## src/inc/epo_regs.svh

```systemverilog
`ifndef EPO_REGS_SVH
`define EPO_REGS_SVH

// ****************************************************************
// Register indices (byte address is four times the index)
// ****************************************************************
`define EPO_IDX_MODE_A 8'h0B
`define EPO_IDX_MODE_B 8'h0C
`define EPO_IDX_NL_MODE 8'h0E
`define EPO_IDX_EN_LOW 8'hD9
`define EPO_IDX_EN_MID 8'hDA
`define EPO_IDX_EN_HIGH 8'hDB
`define EPO_IDX_ST_LOW 8'hDC
`define EPO_IDX_ST_MID 8'hDD
`define EPO_IDX_ST_HIGH 8'hDE
`define EPO_IDX_PM_EN 8'hEC
`define EPO_IDX_NUM_A 8'h40
`define EPO_IDX_DEN_A 8'h41
`define EPO_IDX_NUM_B 8'h42
`define EPO_IDX_DEN_B 8'h43

// ****************************************************************
// Field positions
// ****************************************************************
`define EPO_MODEA_DIS_A 4
`define EPO_MODEA_DIS_B 5
`define EPO_MODEB_SRC_A 0
`define EPO_MODEB_SRC_B 2
`define EPO_MODEB_RMS_SEL 4
`define EPO_NL_FIELD 4
`define EPO_STL_CREEP 2
`define EPO_STM_PULSE_A 6
`define EPO_STM_PULSE_B 7
`define EPO_PM_AUTOCLR 6

// ****************************************************************
// Reset values
// ****************************************************************
`define EPO_RST_BYTE 8'h00
`define EPO_RST_RATIO 16'h0000

// ****************************************************************
// Timing and thresholds
// ****************************************************************
`define EPO_CLK_HZ 10000000
`define EPO_HOLD_MS 90
`define EPO_LONG_MS 180
`define EPO_NL_PPM_030 300
`define EPO_NL_PPM_015 150
`define EPO_NL_PPM_0075 75
`define EPO_PPM_DIV 1000000
`define EPO_FULL_SCALE 24'h40_0000

`endif

```

## src/inc/epo_pkg.sv

```systemverilog
`default_nettype none

package epo_pkg;
	// Wishbone classic request from the master
	typedef struct packed {
		logic cyc;
		logic stb;
		logic we;
		logic [3:0] sel;
		logic [31:0] adr;
		logic [31:0] dat;
	} epo_wb_req_t;

	// One-cycle LSB increments of each energy source
	typedef struct packed {
		logic active;
		logic reactive;
		logic apparent;
		logic rms;
	} epo_energy_inc_t;

	typedef enum logic [1:0] {
		SRC_ACTIVE = 2'b00,
		SRC_REACTIVE = 2'b01,
		SRC_APP_RMS = 2'b10,
		SRC_APP_RMS_ALT = 2'b11
	} epo_src_t;

	typedef enum logic [1:0] {
		NL_OFF = 2'b00,
		NL_030 = 2'b01,
		NL_015 = 2'b10,
		NL_0075 = 2'b11
	} epo_nl_t;

	typedef enum logic {
		SHP_IDLE = 1'b0,
		SHP_LOW = 1'b1
	} epo_shape_t;
endpackage

`default_nettype wire

```

## src/hw/epo_top.sv

```systemverilog
// The Wishbone register port was chosen for this implementation.
`default_nettype none
`include "epo_regs.svh"

module epo_top #(
	parameter logic [20:0] HOLD_CYC = 21'(`EPO_CLK_HZ / 1000 * `EPO_HOLD_MS),
	parameter logic [20:0] LONG_CYC = 21'(`EPO_CLK_HZ / 1000 * `EPO_LONG_MS),
	parameter logic [23:0] FULL_SCALE = `EPO_FULL_SCALE
) (
	// Clock and reset
	input wire logic sys_clk,
	input wire logic reset,
	// Wishbone slave
	input wire epo_pkg::epo_wb_req_t wb_req,
	output logic [31:0] wb_dat_o,
	output logic wb_ack_o,
	// Energy datapath
	input wire epo_pkg::epo_energy_inc_t energy_inc,
	input wire logic [23:0] apparent_power_mag,
	input wire logic [23:0] rms_current_mag,
	input wire logic [7:0] other_status_low,
	input wire logic [7:0] other_status_mid,
	input wire logic [7:0] other_status_high,
	output logic apparent_accum_en,
	// Calibration pulses and interrupt
	output logic pulse_out_a_n,
	output logic pulse_out_b_n,
	output logic energy_irq
);

	// ****************************************************************
	// Functions
	// ****************************************************************

	// No-load threshold as a share of multiplier full scale
	function automatic logic [23:0] nl_thr(input epo_pkg::epo_nl_t mode);
		logic [47:0] p;
		p = 48'h0000_0000_0000;
		unique case (mode)
			epo_pkg::NL_OFF: p = 48'h0000_0000_0000;
			epo_pkg::NL_030: p = 48'(FULL_SCALE) * 48'(`EPO_NL_PPM_030);
			epo_pkg::NL_015: p = 48'(FULL_SCALE) * 48'(`EPO_NL_PPM_015);
			epo_pkg::NL_0075: p = 48'(FULL_SCALE) * 48'(`EPO_NL_PPM_0075);
		endcase
		return 24'(p / 48'(`EPO_PPM_DIV));
	endfunction

	// Zero reads as one, ratio above one clamps to one
	function automatic logic [31:0] eff_ratio(input logic [15:0] n, input logic [15:0] d);
		logic [15:0] ne;
		logic [15:0] de;
		ne = (n == 16'h0000) ? 16'h0001 : n;
		de = (d == 16'h0000) ? 16'h0001 : d;
		if (ne > de) begin
			ne = de;
		end
		return {ne, de};
	endfunction

	// Status update: hardware set always beats a software clear
	function automatic logic [7:0] st_upd(input logic [7:0] old, input logic [7:0] set,
			input logic wr_hit, input logic [7:0] wdat, input logic rd_hit,
			input logic [7:0] rd_mask, input logic autoclr);
		logic [7:0] n;
		n = old;
		if (wr_hit && !autoclr) begin
			n = old & wdat;
		end
		if (rd_hit && autoclr) begin
			n = old & ~rd_mask;
		end
		return n | set;
	endfunction

	// ****************************************************************
	// Registers
	// ****************************************************************
	logic [7:0] mode_a_reg;
	logic [7:0] mode_b_reg;
	logic [7:0] nl_mode_reg;
	logic [7:0] en_low_reg;
	logic [7:0] en_mid_reg;
	logic [7:0] en_high_reg;
	logic [7:0] pm_en_reg;
	logic [7:0] st_low_reg;
	logic [7:0] st_mid_reg;
	logic [7:0] st_high_reg;
	logic [15:0] num_reg [2];
	logic [15:0] den_reg [2];
	logic ack_reg;
	logic [31:0] dat_reg;
	logic irq_reg;
	logic accum_en_reg;
	logic [1:0] out_n_reg;

	// ****************************************************************
	// Wishbone slave
	// ****************************************************************
	logic req;
	logic [7:0] idx;
	logic in_range;
	logic wr_fire;
	logic rd_fire;
	logic autoclr;
	logic [7:0] wdat;
	logic [7:0] rdata;

	// Ack one cycle after the request; effects land on the ack edge
	assign req = wb_req.cyc & wb_req.stb;
	assign idx = wb_req.adr[9:2];
	assign in_range = (wb_req.adr[31:10] == 22'h00_0000) && (wb_req.adr[1:0] == 2'b00);
	assign wr_fire = req & ack_reg & wb_req.we & wb_req.sel[0] & in_range;
	assign rd_fire = req & ack_reg & ~wb_req.we & in_range;
	assign wdat = wb_req.dat[7:0];
	assign autoclr = pm_en_reg[`EPO_PM_AUTOCLR];
	assign wb_ack_o = ack_reg;
	assign wb_dat_o = dat_reg;

	// Read mux; unmapped indices read as zero
	always_comb begin
		rdata = 8'h00;
		if (in_range) begin
			unique case (idx)
				`EPO_IDX_MODE_A: rdata = mode_a_reg;
				`EPO_IDX_MODE_B: rdata = mode_b_reg;
				`EPO_IDX_NL_MODE: rdata = nl_mode_reg;
				`EPO_IDX_EN_LOW: rdata = en_low_reg;
				`EPO_IDX_EN_MID: rdata = en_mid_reg;
				`EPO_IDX_EN_HIGH: rdata = en_high_reg;
				`EPO_IDX_ST_LOW: rdata = st_low_reg;
				`EPO_IDX_ST_MID: rdata = st_mid_reg;
				`EPO_IDX_ST_HIGH: rdata = st_high_reg;
				`EPO_IDX_PM_EN: rdata = pm_en_reg;
				default: rdata = 8'h00;
			endcase
		end
	end

	// Handshake and captured read data
	always_ff @(posedge sys_clk) begin
		if (reset) begin
			ack_reg <= 1'b0;
			dat_reg <= 32'h0000_0000;
		end else begin
			ack_reg <= req & ~ack_reg;
			if (req && !ack_reg) begin
				dat_reg <= {24'h00_0000, rdata};
				if (in_range && idx inside {`EPO_IDX_NUM_A, `EPO_IDX_NUM_B}) begin
					dat_reg <= {16'h0000, num_reg[idx[1]]};
				end
				if (in_range && idx inside {`EPO_IDX_DEN_A, `EPO_IDX_DEN_B}) begin
					dat_reg <= {16'h0000, den_reg[idx[1]]};
				end
			end
		end
	end

	// Plain control registers; ratio registers take two byte lanes
	always_ff @(posedge sys_clk) begin
		if (reset) begin
			mode_a_reg <= `EPO_RST_BYTE;
			mode_b_reg <= `EPO_RST_BYTE;
			nl_mode_reg <= `EPO_RST_BYTE;
			en_low_reg <= `EPO_RST_BYTE;
			en_mid_reg <= `EPO_RST_BYTE;
			en_high_reg <= `EPO_RST_BYTE;
			pm_en_reg <= `EPO_RST_BYTE;
			num_reg <= '{`EPO_RST_RATIO, `EPO_RST_RATIO};
			den_reg <= '{`EPO_RST_RATIO, `EPO_RST_RATIO};
		end else if (req && ack_reg && wb_req.we && in_range) begin
			if (wb_req.sel[0]) begin
				unique case (idx)
					`EPO_IDX_MODE_A: mode_a_reg <= wdat;
					`EPO_IDX_MODE_B: mode_b_reg <= wdat;
					`EPO_IDX_NL_MODE: nl_mode_reg <= wdat;
					`EPO_IDX_EN_LOW: en_low_reg <= wdat;
					`EPO_IDX_EN_MID: en_mid_reg <= wdat;
					`EPO_IDX_EN_HIGH: en_high_reg <= wdat;
					`EPO_IDX_PM_EN: pm_en_reg <= wdat;
					`EPO_IDX_NUM_A, `EPO_IDX_NUM_B: num_reg[idx[1]][7:0] <= wdat;
					`EPO_IDX_DEN_A, `EPO_IDX_DEN_B: den_reg[idx[1]][7:0] <= wdat;
					default: ;
				endcase
			end
			if (wb_req.sel[1] && idx inside {`EPO_IDX_NUM_A, `EPO_IDX_NUM_B}) begin
				num_reg[idx[1]][15:8] <= wb_req.dat[15:8];
			end
			if (wb_req.sel[1] && idx inside {`EPO_IDX_DEN_A, `EPO_IDX_DEN_B}) begin
				den_reg[idx[1]][15:8] <= wb_req.dat[15:8];
			end
		end
	end

	// ****************************************************************
	// No-load detection
	// ****************************************************************
	epo_pkg::epo_nl_t nl_sel;
	logic [23:0] thr;
	logic app_below;
	logic rms_below;

	assign nl_sel = epo_pkg::epo_nl_t'(nl_mode_reg[`EPO_NL_FIELD +: 2]);
	assign thr = nl_thr(nl_sel);
	assign app_below = (nl_sel != epo_pkg::NL_OFF) && (apparent_power_mag < thr);
	assign rms_below = (nl_sel != epo_pkg::NL_OFF) && (rms_current_mag < thr);
	assign apparent_accum_en = accum_en_reg;

	// Accumulator gate registered so the datapath sees a clean level
	always_ff @(posedge sys_clk) begin
		if (reset) begin
			accum_en_reg <= 1'b1;
		end else begin
			accum_en_reg <= ~app_below;
		end
	end

	// ****************************************************************
	// Energy-to-frequency converters
	// ****************************************************************
	logic [15:0] acc_reg [2];
	logic [20:0] since_reg [2];
	logic [20:0] low_cnt_reg [2];
	epo_pkg::epo_shape_t shp_reg [2];
	logic [1:0] tick;
	logic [1:0] fire;
	logic [1:0] dis;
	logic [15:0] n_eff [2];
	logic [15:0] d_eff [2];
	logic [16:0] sum [2];
	logic [1:0] src [2];

	assign dis = {mode_a_reg[`EPO_MODEA_DIS_B], mode_a_reg[`EPO_MODEA_DIS_A]};
	assign src[0] = mode_b_reg[`EPO_MODEB_SRC_A +: 2];
	assign src[1] = mode_b_reg[`EPO_MODEB_SRC_B +: 2];

	// Source pick and ratio accumulation per channel
	always_comb begin
		for (int i = 0; i < 2; i++) begin
			unique case (epo_pkg::epo_src_t'(src[i]))
				epo_pkg::SRC_ACTIVE: tick[i] = energy_inc.active;
				epo_pkg::SRC_REACTIVE: tick[i] = energy_inc.reactive;
				default: tick[i] = mode_b_reg[`EPO_MODEB_RMS_SEL] ?
					(energy_inc.rms & ~rms_below) : energy_inc.apparent;
			endcase
			{n_eff[i], d_eff[i]} = eff_ratio(num_reg[i], den_reg[i]);
			sum[i] = {1'b0, acc_reg[i]} + {1'b0, n_eff[i]};
			fire[i] = tick[i] & (sum[i] >= {1'b0, d_eff[i]}) & ~dis[i];
		end
	end

	// Ratio accumulator: one internal pulse per d_eff/n_eff energy LSBs
	always_ff @(posedge sys_clk) begin
		if (reset) begin
			acc_reg <= '{16'h0000, 16'h0000};
		end else begin
			for (int i = 0; i < 2; i++) begin
				if (tick[i]) begin
					if (sum[i] >= {1'b0, d_eff[i]}) begin
						acc_reg[i] <= 16'(sum[i] - {1'b0, d_eff[i]});
					end else begin
						acc_reg[i] <= sum[i][15:0];
					end
				end
			end
		end
	end

	// Pulse shaper; first pulse after reset is treated as a long period
	always_ff @(posedge sys_clk) begin
		if (reset) begin
			since_reg <= '{21'h1F_FFFF, 21'h1F_FFFF};
			low_cnt_reg <= '{21'h00_0000, 21'h00_0000};
			shp_reg <= '{epo_pkg::SHP_IDLE, epo_pkg::SHP_IDLE};
		end else begin
			for (int i = 0; i < 2; i++) begin
				if (since_reg[i] != 21'h1F_FFFF) begin
					since_reg[i] <= since_reg[i] + 21'h00_0001;
				end
				unique case (shp_reg[i])
					epo_pkg::SHP_IDLE: ;
					epo_pkg::SHP_LOW: begin
						if (low_cnt_reg[i] <= 21'h00_0001) begin
							shp_reg[i] <= epo_pkg::SHP_IDLE;
						end
						low_cnt_reg[i] <= low_cnt_reg[i] - 21'h00_0001;
					end
				endcase
				if (fire[i]) begin
					since_reg[i] <= 21'h00_0000;
					shp_reg[i] <= epo_pkg::SHP_LOW;
					if (since_reg[i] > LONG_CYC) begin
						low_cnt_reg[i] <= HOLD_CYC;
					end else if (since_reg[i] > 21'h00_0001) begin
						// Counter lags the period by one, so add it back before halving
						low_cnt_reg[i] <= (since_reg[i] + 21'h00_0001) >> 1;
					end else begin
						low_cnt_reg[i] <= 21'h00_0001;
					end
				end
			end
		end
	end

	// Active-low outputs; a disabled output idles high
	always_ff @(posedge sys_clk) begin
		if (reset) begin
			out_n_reg <= 2'b11;
		end else begin
			for (int i = 0; i < 2; i++) begin
				out_n_reg[i] <= dis[i] | ~(fire[i] |
					(shp_reg[i] == epo_pkg::SHP_LOW && low_cnt_reg[i] > 21'h00_0001));
			end
		end
	end
	assign pulse_out_a_n = out_n_reg[0];
	assign pulse_out_b_n = out_n_reg[1];

	// ****************************************************************
	// Status and interrupt
	// ****************************************************************
	logic [7:0] set_low;
	logic [7:0] set_mid;
	logic [7:0] rd_mask;

	// Only bits returned by the read are cleared, so late events survive
	assign rd_mask = dat_reg[7:0];
	assign set_low = other_status_low | (8'(app_below) << `EPO_STL_CREEP);
	assign set_mid = other_status_mid | (8'(fire[0]) << `EPO_STM_PULSE_A) |
		(8'(fire[1]) << `EPO_STM_PULSE_B);

	always_ff @(posedge sys_clk) begin
		if (reset) begin
			st_low_reg <= `EPO_RST_BYTE;
			st_mid_reg <= `EPO_RST_BYTE;
			st_high_reg <= `EPO_RST_BYTE;
		end else begin
			st_low_reg <= st_upd(st_low_reg, set_low, wr_fire && idx == `EPO_IDX_ST_LOW,
				wdat, rd_fire && idx == `EPO_IDX_ST_LOW, rd_mask, autoclr);
			st_mid_reg <= st_upd(st_mid_reg, set_mid, wr_fire && idx == `EPO_IDX_ST_MID,
				wdat, rd_fire && idx == `EPO_IDX_ST_MID, rd_mask, autoclr);
			st_high_reg <= st_upd(st_high_reg, other_status_high,
				wr_fire && idx == `EPO_IDX_ST_HIGH, wdat,
				rd_fire && idx == `EPO_IDX_ST_HIGH, rd_mask, autoclr);
		end
	end

	// Level interrupt, one cycle behind the status bits
	always_ff @(posedge sys_clk) begin
		if (reset) begin
			irq_reg <= 1'b0;
		end else begin
			irq_reg <= |((st_low_reg & en_low_reg) | (st_mid_reg & en_mid_reg) |
				(st_high_reg & en_high_reg));
		end
	end
	assign energy_irq = irq_reg;
endmodule // epo_top

`default_nettype wire

```

## config.mk

```make
export PLATFORM = sky130hd
export DESIGN_NAME = epo_top
export DESIGN_NICKNAME = d
export VERILOG_FILES = /design/src/inc/epo_pkg.sv /design/src/hw/epo_top.sv
export VERILOG_INCLUDE_DIRS = /design/src /design/src/inc
export SDC_FILE = /design/constraint.sdc
export NUM_CORES = 1
export LEC_CHECK = 0
export BUFFER_PORTS_ARGS = -buffer_cell sky130_fd_sc_hd__buf_2
export CAP_MARGIN = 15
export CORE_UTILIZATION = 40
export DETAILED_ROUTE_END_ITERATION = 12
export GPL_ROUTABILITY_DRIVEN = 0
export PLACE_DENSITY = 0.65
export SLEW_MARGIN = 20
export SYNTH_ARGS = -nofsm -noshare
export SYNTH_HDL_FRONTEND = slang
export SYNTH_SLANG_ARGS = --single-unit
```

## constraint.sdc

```tcl
create_clock -name sys_clk -period 6.28 [get_ports sys_clk]
set_clock_uncertainty 0.05 [all_clocks]
set_input_delay 0.314 -clock sys_clk [delete_from_list [all_inputs] [get_ports sys_clk]]
set_output_delay 0.314 -clock sys_clk [all_outputs]
set_load 0.05 [all_outputs]
```

After elaboration in Yosys (flattened, before gate mapping). Cells that the tools add are included.

$add $sub $neg: 8. $mul: 0. Div/mod/pow operators: 1. Order comparisons: 16. Eq/ne operators: 21. Shift-type cells: 0. Muxes and demuxes: 67. Bitwise logic cells: 44. Reduce and logical (&&, ||, !) cells: 54.

Operators by type and width (number): $mux 32 (11); $mux 16 (16); $pmux 48 s4 (1); $mux 21 (8); $bwmux 32 (4); $mux 8 (11); $gt 21x1->1 const B (4); $mux 20 (4); $pmux 8 s10 (1); $and 8x8->8 (9); $logic_not 16->1 (4); $eq 8x8->1 const B (7); $div 48x20->48 const B (1); $lt 24x24->1 (2); $or 8x8->8 (6); $add 21x1->21 const B (2); $gt 21x21->1 const B (2); $le 21x1->1 const B (2); $ne 21x21->1 const B (2); $sub 21x1->21 const B (2); $add 16x16->17 (2); $ge 17x16->1 (2); $demux 16 s1 (2); $eq 8x7->1 const B (4); other kinds (24) (102).

Register bits: 299. Bits in latches: 0. Memory bits (writable): 0. Bits in read-only memories: 0. Input bits: 149. Output and inout port bits: 37. Word-level logic and storage cells: 238. Memories: 0.

Logic depth before layout (Yosys ltp). Gate-level depths: netlist of run 1.

Word-level depth: 14. Gate-level depth with buffers: 32. Depth with buffers taken out: 30.

Least setup slack after synthesis of run 1. OpenSTA, ideal clock, no wires.

Kind: flip-flop to flip-flop. From: register num_reg[7] (netlist name). To: register acc_reg[11] (netlist name). Setup time: 0.086 ns. Arrival time: 6.512 ns. Data required time: 6.144 ns. Path slack: -0.368 ns. Cell stages (with the launch flop): 29. Buffers on the path: 2. Clock period less this slack: 6.648 ns. Cell sequence: dfxtp_1 nor4_1 a41oi_1 ha_1 nor2_1 a211o_1 a21o_1 a21o_1 a21oi_1 a211oi_1 buf_2 mux2_2 ha_1 nor2b_1 o31a_1 o32ai_1 o21bai_1 a21oi_1 xnor2_1 ha_1 a21o_1 a21o_1 a221oi_1 o221ai_1 nor2_1 nand2_1 buf_1 mux2i_1 a211oi_1.

Longest elaborated chain between the ends: 7. Elaborated cells between the ends (all ways): 8. Classes of those cells: add/sub (2); order compare (2); mux (3); reduce/logical (1).

Ends and longest elaborated chain: start: declaration (line epo_top.sv:88) `logic [15:0] num_reg [2];`; start signal: assignment (line epo_top.sv:168) `` num_reg <= '{`EPO_RST_RATIO, `EPO_RST_RATIO}; ``; start signal: indexed assignment (line epo_top.sv:180) `` `EPO_IDX_NUM_A, `EPO_IDX_NUM_B: num_reg[idx[1]][7:0] <= wdat; ``; start signal: indexed assignment (line epo_top.sv:186) `num_reg[idx[1]][15:8] <= wb_req.dat[15:8];`; $logic_not 16->1 (line epo_top.sv:52) `ne = (n == 16'h0000) ? 16'h0001 : n;`; $mux 16 (*) (line epo_top.sv:52); $gt 16x16->1 (line epo_top.sv:54) `if (ne > de) begin`; $mux 16 (*) (line epo_top.sv:54); $add 16x16->17 (*) (line epo_top.sv:246) `sum[i] = {1'b0, acc_reg[i]} + {1'b0, n_eff[i]};`; $sub 16x16->16 or $ge 17x16->1 (tied branches) (line epo_top.sv:259, epo_top.sv:258); $mux 16 (*) (line epo_top.sv:258) `if (sum[i] >= {1'b0, d_eff[i]}) begin`; end signal: assignment (line epo_top.sv:254) `acc_reg <= '{16'h0000, 16'h0000};`; end signal: indexed assignment (line epo_top.sv:259) `acc_reg[i] <= 16'(sum[i] - {1'b0, d_eff[i]});`; end signal: indexed assignment (line epo_top.sv:261) `acc_reg[i] <= sum[i][15:0];`; end: declaration (line epo_top.sv:220) `logic [15:0] acc_reg [2];`.

Mark *: on every way between the ends. The rest lies on a longest branch, timed or not. A chain may end at the register's enable or synchronous reset.

Worst setup path after layout of run 1.
From: register den_reg[15] (netlist name). To: register low_cnt_reg[4] (netlist name).

Longest elaborated chain between the ends: 9. Elaborated cells between the ends (all ways): 10. Classes of those cells: add/sub (1); order compare (2); mux (3); bitwise (2); reduce/logical (2).

Ends and longest elaborated chain: start: declaration (line epo_top.sv:89) `logic [15:0] den_reg [2];`; start signal: assignment (line epo_top.sv:169) `` den_reg <= '{`EPO_RST_RATIO, `EPO_RST_RATIO}; ``; start signal: indexed assignment (line epo_top.sv:181) `` `EPO_IDX_DEN_A, `EPO_IDX_DEN_B: den_reg[idx[1]][7:0] <= wdat; ``; start signal: indexed assignment (line epo_top.sv:189) `den_reg[idx[1]][15:8] <= wb_req.dat[15:8];`; $logic_not 16->1 (line epo_top.sv:53) `de = (d == 16'h0000) ? 16'h0001 : d;`; $mux 16 (*) (line epo_top.sv:53); $gt 16x16->1 (line epo_top.sv:54); $mux 16 (line epo_top.sv:54); $add 16x16->17 (line epo_top.sv:246); $ge 17x16->1 (*) (line epo_top.sv:247) `fire[i] = tick[i] & (sum[i] >= {1'b0, d_eff[i]}) & ~dis[i];`; $and 1x1->1 (*) (2 in a row) (line epo_top.sv:247); $mux 21 or $reduce_bool 2->1 (tied branches); end signal: assignment (line epo_top.sv:272) `low_cnt_reg <= '{21'h00_0000, 21'h00_0000};`; end signal: indexed assignment (line epo_top.sv:285) `low_cnt_reg[i] <= low_cnt_reg[i] - 21'h00_0001;`; end signal: indexed assignment (line epo_top.sv:295) `low_cnt_reg[i] <= (since_reg[i] + 21'h00_0001) >> 1;`; end: declaration (line epo_top.sv:222) `logic [20:0] low_cnt_reg [2];`.

Marks and branches as above.

==> flow_metrics.tcl, run 1 <==
set metrics [dict create \
    fin_nets 2886 \
    power_frac_comb_pct 50.3 \
    syn_avg_cell_area_sq_um 8.34 \
    wire_per_inst_um 18.5 \
    finalCritPeriodShare_pct 103 \
    crit_top_cell "a21o_1" \
    run_status "complete, but fails checks" \
    endpoint_kind "flop" \
    placed_area_sq_um 21300 \
    place_hpwl_um 43200 \
    slowest_stage "or3_4" \
    synthDistinctLibCells 79 \
    maxCapViolCount 0 \
    core_sq_um 45700 \
    die_w_um 218 \
    antenna_found_initial 4 \
    power_density_nw_per_um2 382 \
    cts-root-buf "clkbuf_16" \
    ys_ff_latch 283 \
    p_leak_nw 10.4 \
    grt_overflow 0 \
    routed_wl_um 59700 \
    pwr-share-seq_pct 26.6 \
    drtAntennaViolNets 0 \
    vias 18412 \
    path_class "flop to flop" \
    fin_cells 3222 \
    ys_seq_area_share_pct 30.3 \
    syn_inst 2239 \
    placementRows 78 \
    dieHeight_um 218 \
    setup_tns_ps -4150 \
    die-area_sq_um 47600 \
    io_buffers 151 \
    p_int_mw 5.74 \
    reg2reg_depth 32 \
    drc_errors 0 \
    hp-class "input port to flop" \
    clk_latency_ps 570 \
    ioPinCount 186 \
    arrival_ps 6870 \
    cts.sinks 283 \
    areaGrowthSynthToFinish_pct 31.0 \
    met3_usage_pct 4.23 \
    max_freq_mhz 155 \
    synthArstFlopShare_pct 0 \
    critPathMaxStageDelay_ps 380 \
    grt_pass1_vias 17385 \
    final-max-slew-violation-count 0 \
    grt_max_degree 90 \
    violations "negative setup slack" \
    tightest_slew_ps 1440 \
    vias_per_cell 5.71 \
    ys.flop_type "dfxtp_1" \
    synth_area_sq_um 18700 \
    path_max_fanout 7 \
    relSlewSlack_pct 3.11 \
    cts_tree "yes" \
    yosys_warnings 0 \
    cts.path.max_buffers 3 \
    dp_slack_ps -453 \
    synth_edf_count 0 \
    fin_ws_ps -171 \
    vdd_drop_max_v 0.000207 \
    grtUsageMet2_pct 39.9 \
    setup-violations-final 60 \
    fill_cells 4081 \
    crit_path_start_kind "flop" \
    hold_viol 0 \
    start_util_pct 40.9 \
    grt_usage_pct 23.9 \
    hold_depth 3 \
    dp.cells 3080 \
    clockPowerShare_pct 23.1 \
    grt_util_met1_pct 31.0 \
    htreeDepth 2 \
    rsz0062_at_grt "yes" \
    hold_ws_ps 16.2 \
    drtIter0Drc 1372 \
    grt_pass1_wl_um 91900 \
    final_cell_area_sq_um 24500 \
    swShare_pct 38.7 \
    cts_buffers 34 \
    grt.busiest_layer "met2" \
    finalCriticalPeriod_ps 6450 \
    drt_pass1_iterations 8 \
    switching_power_mw 3.62 \
    clkTransAtPathRegs_ps 60 \
    cp.required_ps 6700 \
    drive_gt1_share_pct 27.2 \
]
==> cell families (layout without fill, tap and decap cells) <==
logic type / after synthesis / after routing / synth area share (%)
buffers and inverters: 232 / 598 / 5.09
flip-flops: 283 / 283 / 30.3
AO/OA/AOI/OAI: 527 / 527 / 19.6
adder cells (fa/ha/maj): 142 / 142 / 9.67
other: 1 / 18 / 0.0201
XOR/XNOR: 125 / 125 / 5.86
AND/OR/NAND/NOR: 732 / 732 / 18.6
multiplexers: 197 / 197 / 10.8
==> cells in the final DEF, fill, tap and decap left out, types with 56 or more instances in the layout <==
cell | synthesis | routed
buf_2 | 10 | 150
buf_4 | 16 | 220
nand2_1 | 159 | 146
inv_1 | 96 | 93
a21oi_1 | 114 | 97
xnor2_1 | 82 | 81
ha_1 | 138 | 123
a21o_1 | 56 | 56
nor2_1 | 265 | 253
dfxtp_1 | 283 | 277
mux2i_1 | 159 | 155
==> worst max-delay path: cells and delay by family (launching register included) <==
family | cells | cell delay, ps
adders and majority gates | 3 | 640
muxes | 1 | 300
AOI/OAI and AO/OA | 15 | 2600
and+or+nand+nor | 5 | 1240
buffers and inverters | 7 | 1020
xor gates and xnor gates | 1 | 160
DFF | 1 | 340
==> metrics by stage <==
step / util, % / total power [mW]
6_report: 53.6 / 9.36
5_1_grt: 53.6 / 9.90
4_1_cts: 50.7 / 8.50
3_5_place_dp: 46.7 / 6.20
3_3_place_gp: 46.7 / 6.10
2_1_floorplan: - / 4.98
==> timing repair <==
| item | CTS | global route |
|---|---|---|
| hold buffers | 27 | 0 |
| endpoints found under the setup margin | 122 | 122 |
| gates cloned | 0 | 4 |
| setup buffers | 17 | 35 |
| pin swaps | 29 | 130 |
| endpoints found under the hold margin | 30 | 0 |
| gates resized for setup | 46 | 233 |
==> power groups by stage <==
| stage | logic, mW | clock network, mW | registers, mW |
|---|---|---|---|
| 6_report | 4.71 | 2.16 | 2.49 |
| 5_1_grt | 5.10 | 2.27 | 2.53 |
| 4_1_cts | 3.84 | 2.19 | 2.47 |
| 3_5_place_dp | 3.69 | 0 | 2.50 |
| 3_3_place_gp | 3.62 | 0 | 2.49 |
| 2_1_floorplan | 2.53 | 0 | 2.45 |
==> worst paths after layout <==
kind	from	end	slack, ps
setup / recovery	den_reg[15]	low_cnt_reg[4]	-170
hold / removal	wb_req[11]	den_reg[11]	20
setup reg to reg	den_reg[15]	low_cnt_reg[4]	-170
hold reg to reg	acc_reg[16]	acc_reg[16]	430
==> synth_stat cells, drive strengths merged (12+ instances only) <==
| cell | number | area [sq um] |
|---|---|---|
| buf | 32 | 200 |
| nand4 | 34 | 213 |
| and2 | 12 | 75.1 |
| and3 | 14 | 87.6 |
| nor3 | 55 | 300 |
| nor2b | 35 | 219 |
| mux2i | 159 | 1590 |
| nand3 | 50 | 250 |
| a22oi | 24 | 180 |
| clkbuf | 104 | 390 |
| dfxtp | 283 | 5670 |
| a311oi | 20 | 175 |
| a21oi | 114 | 571 |
| a211oi | 48 | 365 |
| xor2 | 43 | 377 |
| o211ai | 30 | 225 |
| nor4 | 44 | 275 |
| inv | 96 | 360 |
| nand2 | 161 | 609 |
| o22ai | 26 | 213 |
| o221ai | 12 | 105 |
| a221oi | 13 | 114 |
| a21o | 56 | 420 |
| ha | 138 | 1730 |
| mux2 | 38 | 428 |
| xnor2 | 82 | 718 |
| o21ai | 85 | 425 |
| o21a | 13 | 97.6 |
| or3 | 12 | 75.1 |
| nor2 | 266 | 1000 |
==> cell type report <==
cell class	count	area, sq um	share of cell area (%)
Antenna cell	2	5.00	0.0205
Clock buffer	46	946	3.87
Clock inverter	15	270	1.10
Inverter	96	360	1.47
Multi-Input combinational cell	1739	13200	53.8
Sequential cell	283	5680	23.2
Tap cell	600	751	3.07
Timing Repair Buffer	441	3300	13.5
==> routing by layer <==
layer,up-vias,routed length [um]
met5,-,17
met4,2,1800
met3,122,3770
met2,626,28300
met1,8821,25800
li1,8841,-
Note: power is estimated with default switching activity, not from simulation.
==> inputs of run 2 (changes only) <==
Settings changed: GPL_TIMING_DRIVEN set to 0.
==> run 2 against run 1 <==
Net effect:
- the run still ends with negative setup slack left
- global-route usage grew 1.7 points
- clock-buffer cell count is the same
- critical path depth decreased by 4
- flip-flop and latch count is the same
- register-to-register slack worse by 280 ps
- wire length is 10% higher
- critical endpoint is now low_cnt_reg[27]
- largest power group unchanged
- highest routed layer is now met4
==> flow_metrics.tcl, run 2 (synthesis gave the netlist of run 1 again) <==
set metrics [dict create \
    io_buffers 151 \
    drt_pass1_iterations 6 \
    hold_viol 0 \
    drc_errors 0 \
    slowest_stage "or4_4" \
    relSlewSlack_pct 16.5 \
    cts_buffers 35 \
    final-max-slew-violation-count 0 \
    areaGrowthSynthToFinish_pct 30.9 \
    fin_ws_ps -447 \
    finalCriticalPeriod_ps 6730 \
    vdd_drop_max_v 0.000239 \
    antenna_found_initial 0 \
    clk_latency_ps 570 \
    grt_max_degree 14 \
    crit_path_start_kind "flop" \
    die-area_sq_um 47600 \
    cts.sinks 283 \
    fin_cells 3235 \
    drtAntennaViolNets 0 \
    fill_cells 3959 \
    drive_gt1_share_pct 26.0 \
    vias 19068 \
    grt_usage_pct 25.6 \
    cts.path.max_buffers 3 \
    final_cell_area_sq_um 24400 \
    drtIter0Drc 1842 \
    wire_per_inst_um 20.3 \
    multi_input_area_sq_um 13400 \
    setup-violations-final 111 \
    mostFrequentLayoutCells "256 x nor2_1, 250 x dfxtp_1, 156 x buf_2, 153 x mux2i_1, 149 x nand2_1" \
    die_w_um 218 \
    cts_tree "yes" \
    power_density_nw_per_um2 377 \
    grt_overflow 0 \
    critPathMaxStageDelay_ps 630 \
    path_class "flop to flop" \
    finalCritPeriodShare_pct 107 \
    arrival_ps 7140 \
    endpoint_kind "flop" \
    mostFrequentLayoutCell "nor2_1" \
    maxCapViolCount 0 \
    place_hpwl_um 45400 \
    run_status "complete, but fails checks" \
    diodes 0 \
    fin_nets 2901 \
    core_sq_um 45700 \
    seqCellArea_sq_um 5750 \
    grt_pass1_vias 17860 \
    dieHeight_um 218 \
    cp.required_ps 6690 \
    rsz0062_at_grt "yes" \
    clkTransAtPathRegs_ps 60 \
    dp.cells 3007 \
    vias_per_cell 5.89 \
    path_max_fanout 8 \
    max_freq_mhz 149 \
    htreeDepth 2 \
    placed_area_sq_um 20300 \
    hp-class "input port to flop" \
    routed_wl_um 65700 \
    p_leak_nw 10.2 \
    violations "negative setup slack" \
    ioPinCount 186 \
    crit_top_cell "a21o_1" \
    grt_pass1_wl_um 96600 \
    cts-root-buf "clkbuf_16" \
    tightest_slew_ps 1240 \
    placementRows 78 \
    start_util_pct 40.9 \
]
==> run 2: cell count changes in the layout (fill, tap and decap cells not counted), moves of 9 or more <==
cell	change
dfxtp_1	-27
a311oi_2	+9
buf_4	-91
clkbuf_1	+92
dfxtp_2	+12
a311oi_1	-9
dfxtp_4	+15
==> run 2: through the flow <==
step	utilization (%)	worst slack [ps]	TNS, ps	total power, mW	hold slack [ps]
after floorplan	-	28.2	0	4.98	386
after global placement	44.4	-1350	-130980	5.70	395
after detailed placement	44.5	-1400	-140690	5.77	406
after CTS	50.7	-177	-1760	8.28	5.02
after global routing	53.5	-577	-35660	9.69	29.4
final	53.5	-447	-20510	9.22	22.4
==> run 2: final cells by class <==
type,instances,area share [%]
well taps,600,3.07
clock inverters,16,0.747
clock buffers,46,4.08
inverters,96,1.47
plain buffers,134,2.99
flip-flops and latches,283,23.5
repair buffers,321,9.26
multi-input cells,1739,54.9
==> run 2: path summary, 6_finish.rpt <==
path	start	end	slack, ps	depth (start not counted)
max reg2reg	num_reg[20]	low_cnt_reg[27]	-450	28
min	wb_req[9]	num_reg[9]	20	3
min reg2reg	acc_reg[16]	acc_reg[16]	420	2
max	num_reg[20]	low_cnt_reg[27]	-450	28
==> run 2: worst max-delay path, delay by kind of cell, from the launching register on <==
kind	cells	cell delay (ps)
muxes	1	330
adders and majority gates	3	820
AOI/OAI and AO/OA	17	3260
xor gates and xnor gates	1	190
buffers and inverters	1	160
and+or+nand+nor	5	1430
DFF	1	370
==> run 2: report_power, final <==
part / total, mW / internal, mW / leakage (nW) / switching, mW
clock: 2.07 / 1.21 / 0.580 / 0.852
combinational: 4.67 / 2.18 / 7.26 / 2.50
sequential: 2.48 / 2.12 / 2.34 / 0.355
total: 9.22 / 5.51 / 10.2 / 3.70
==> run 2: metal layers <==
layer	global-route usage, %	up-vias	part of all wire [%]
met5	0	-	0
met4	10.9	0	4.5
met3	3.39	185	7.4
met2	42.7	860	47
met1	32.9	9173	42
li1	-	8850	-
==> run 2: timing repair <==
| item | in CTS | in global routing |
|---|---|---|
| resized for setup | 164 | 241 |
| hold buffers | 31 | 0 |
| endpoints found under the hold margin | 37 | 0 |
| setup buffers | 84 | 43 |
| gates cloned | 6 | 6 |
| setup endpoints to repair | 122 | 122 |
| pin swaps | 64 | 117 |
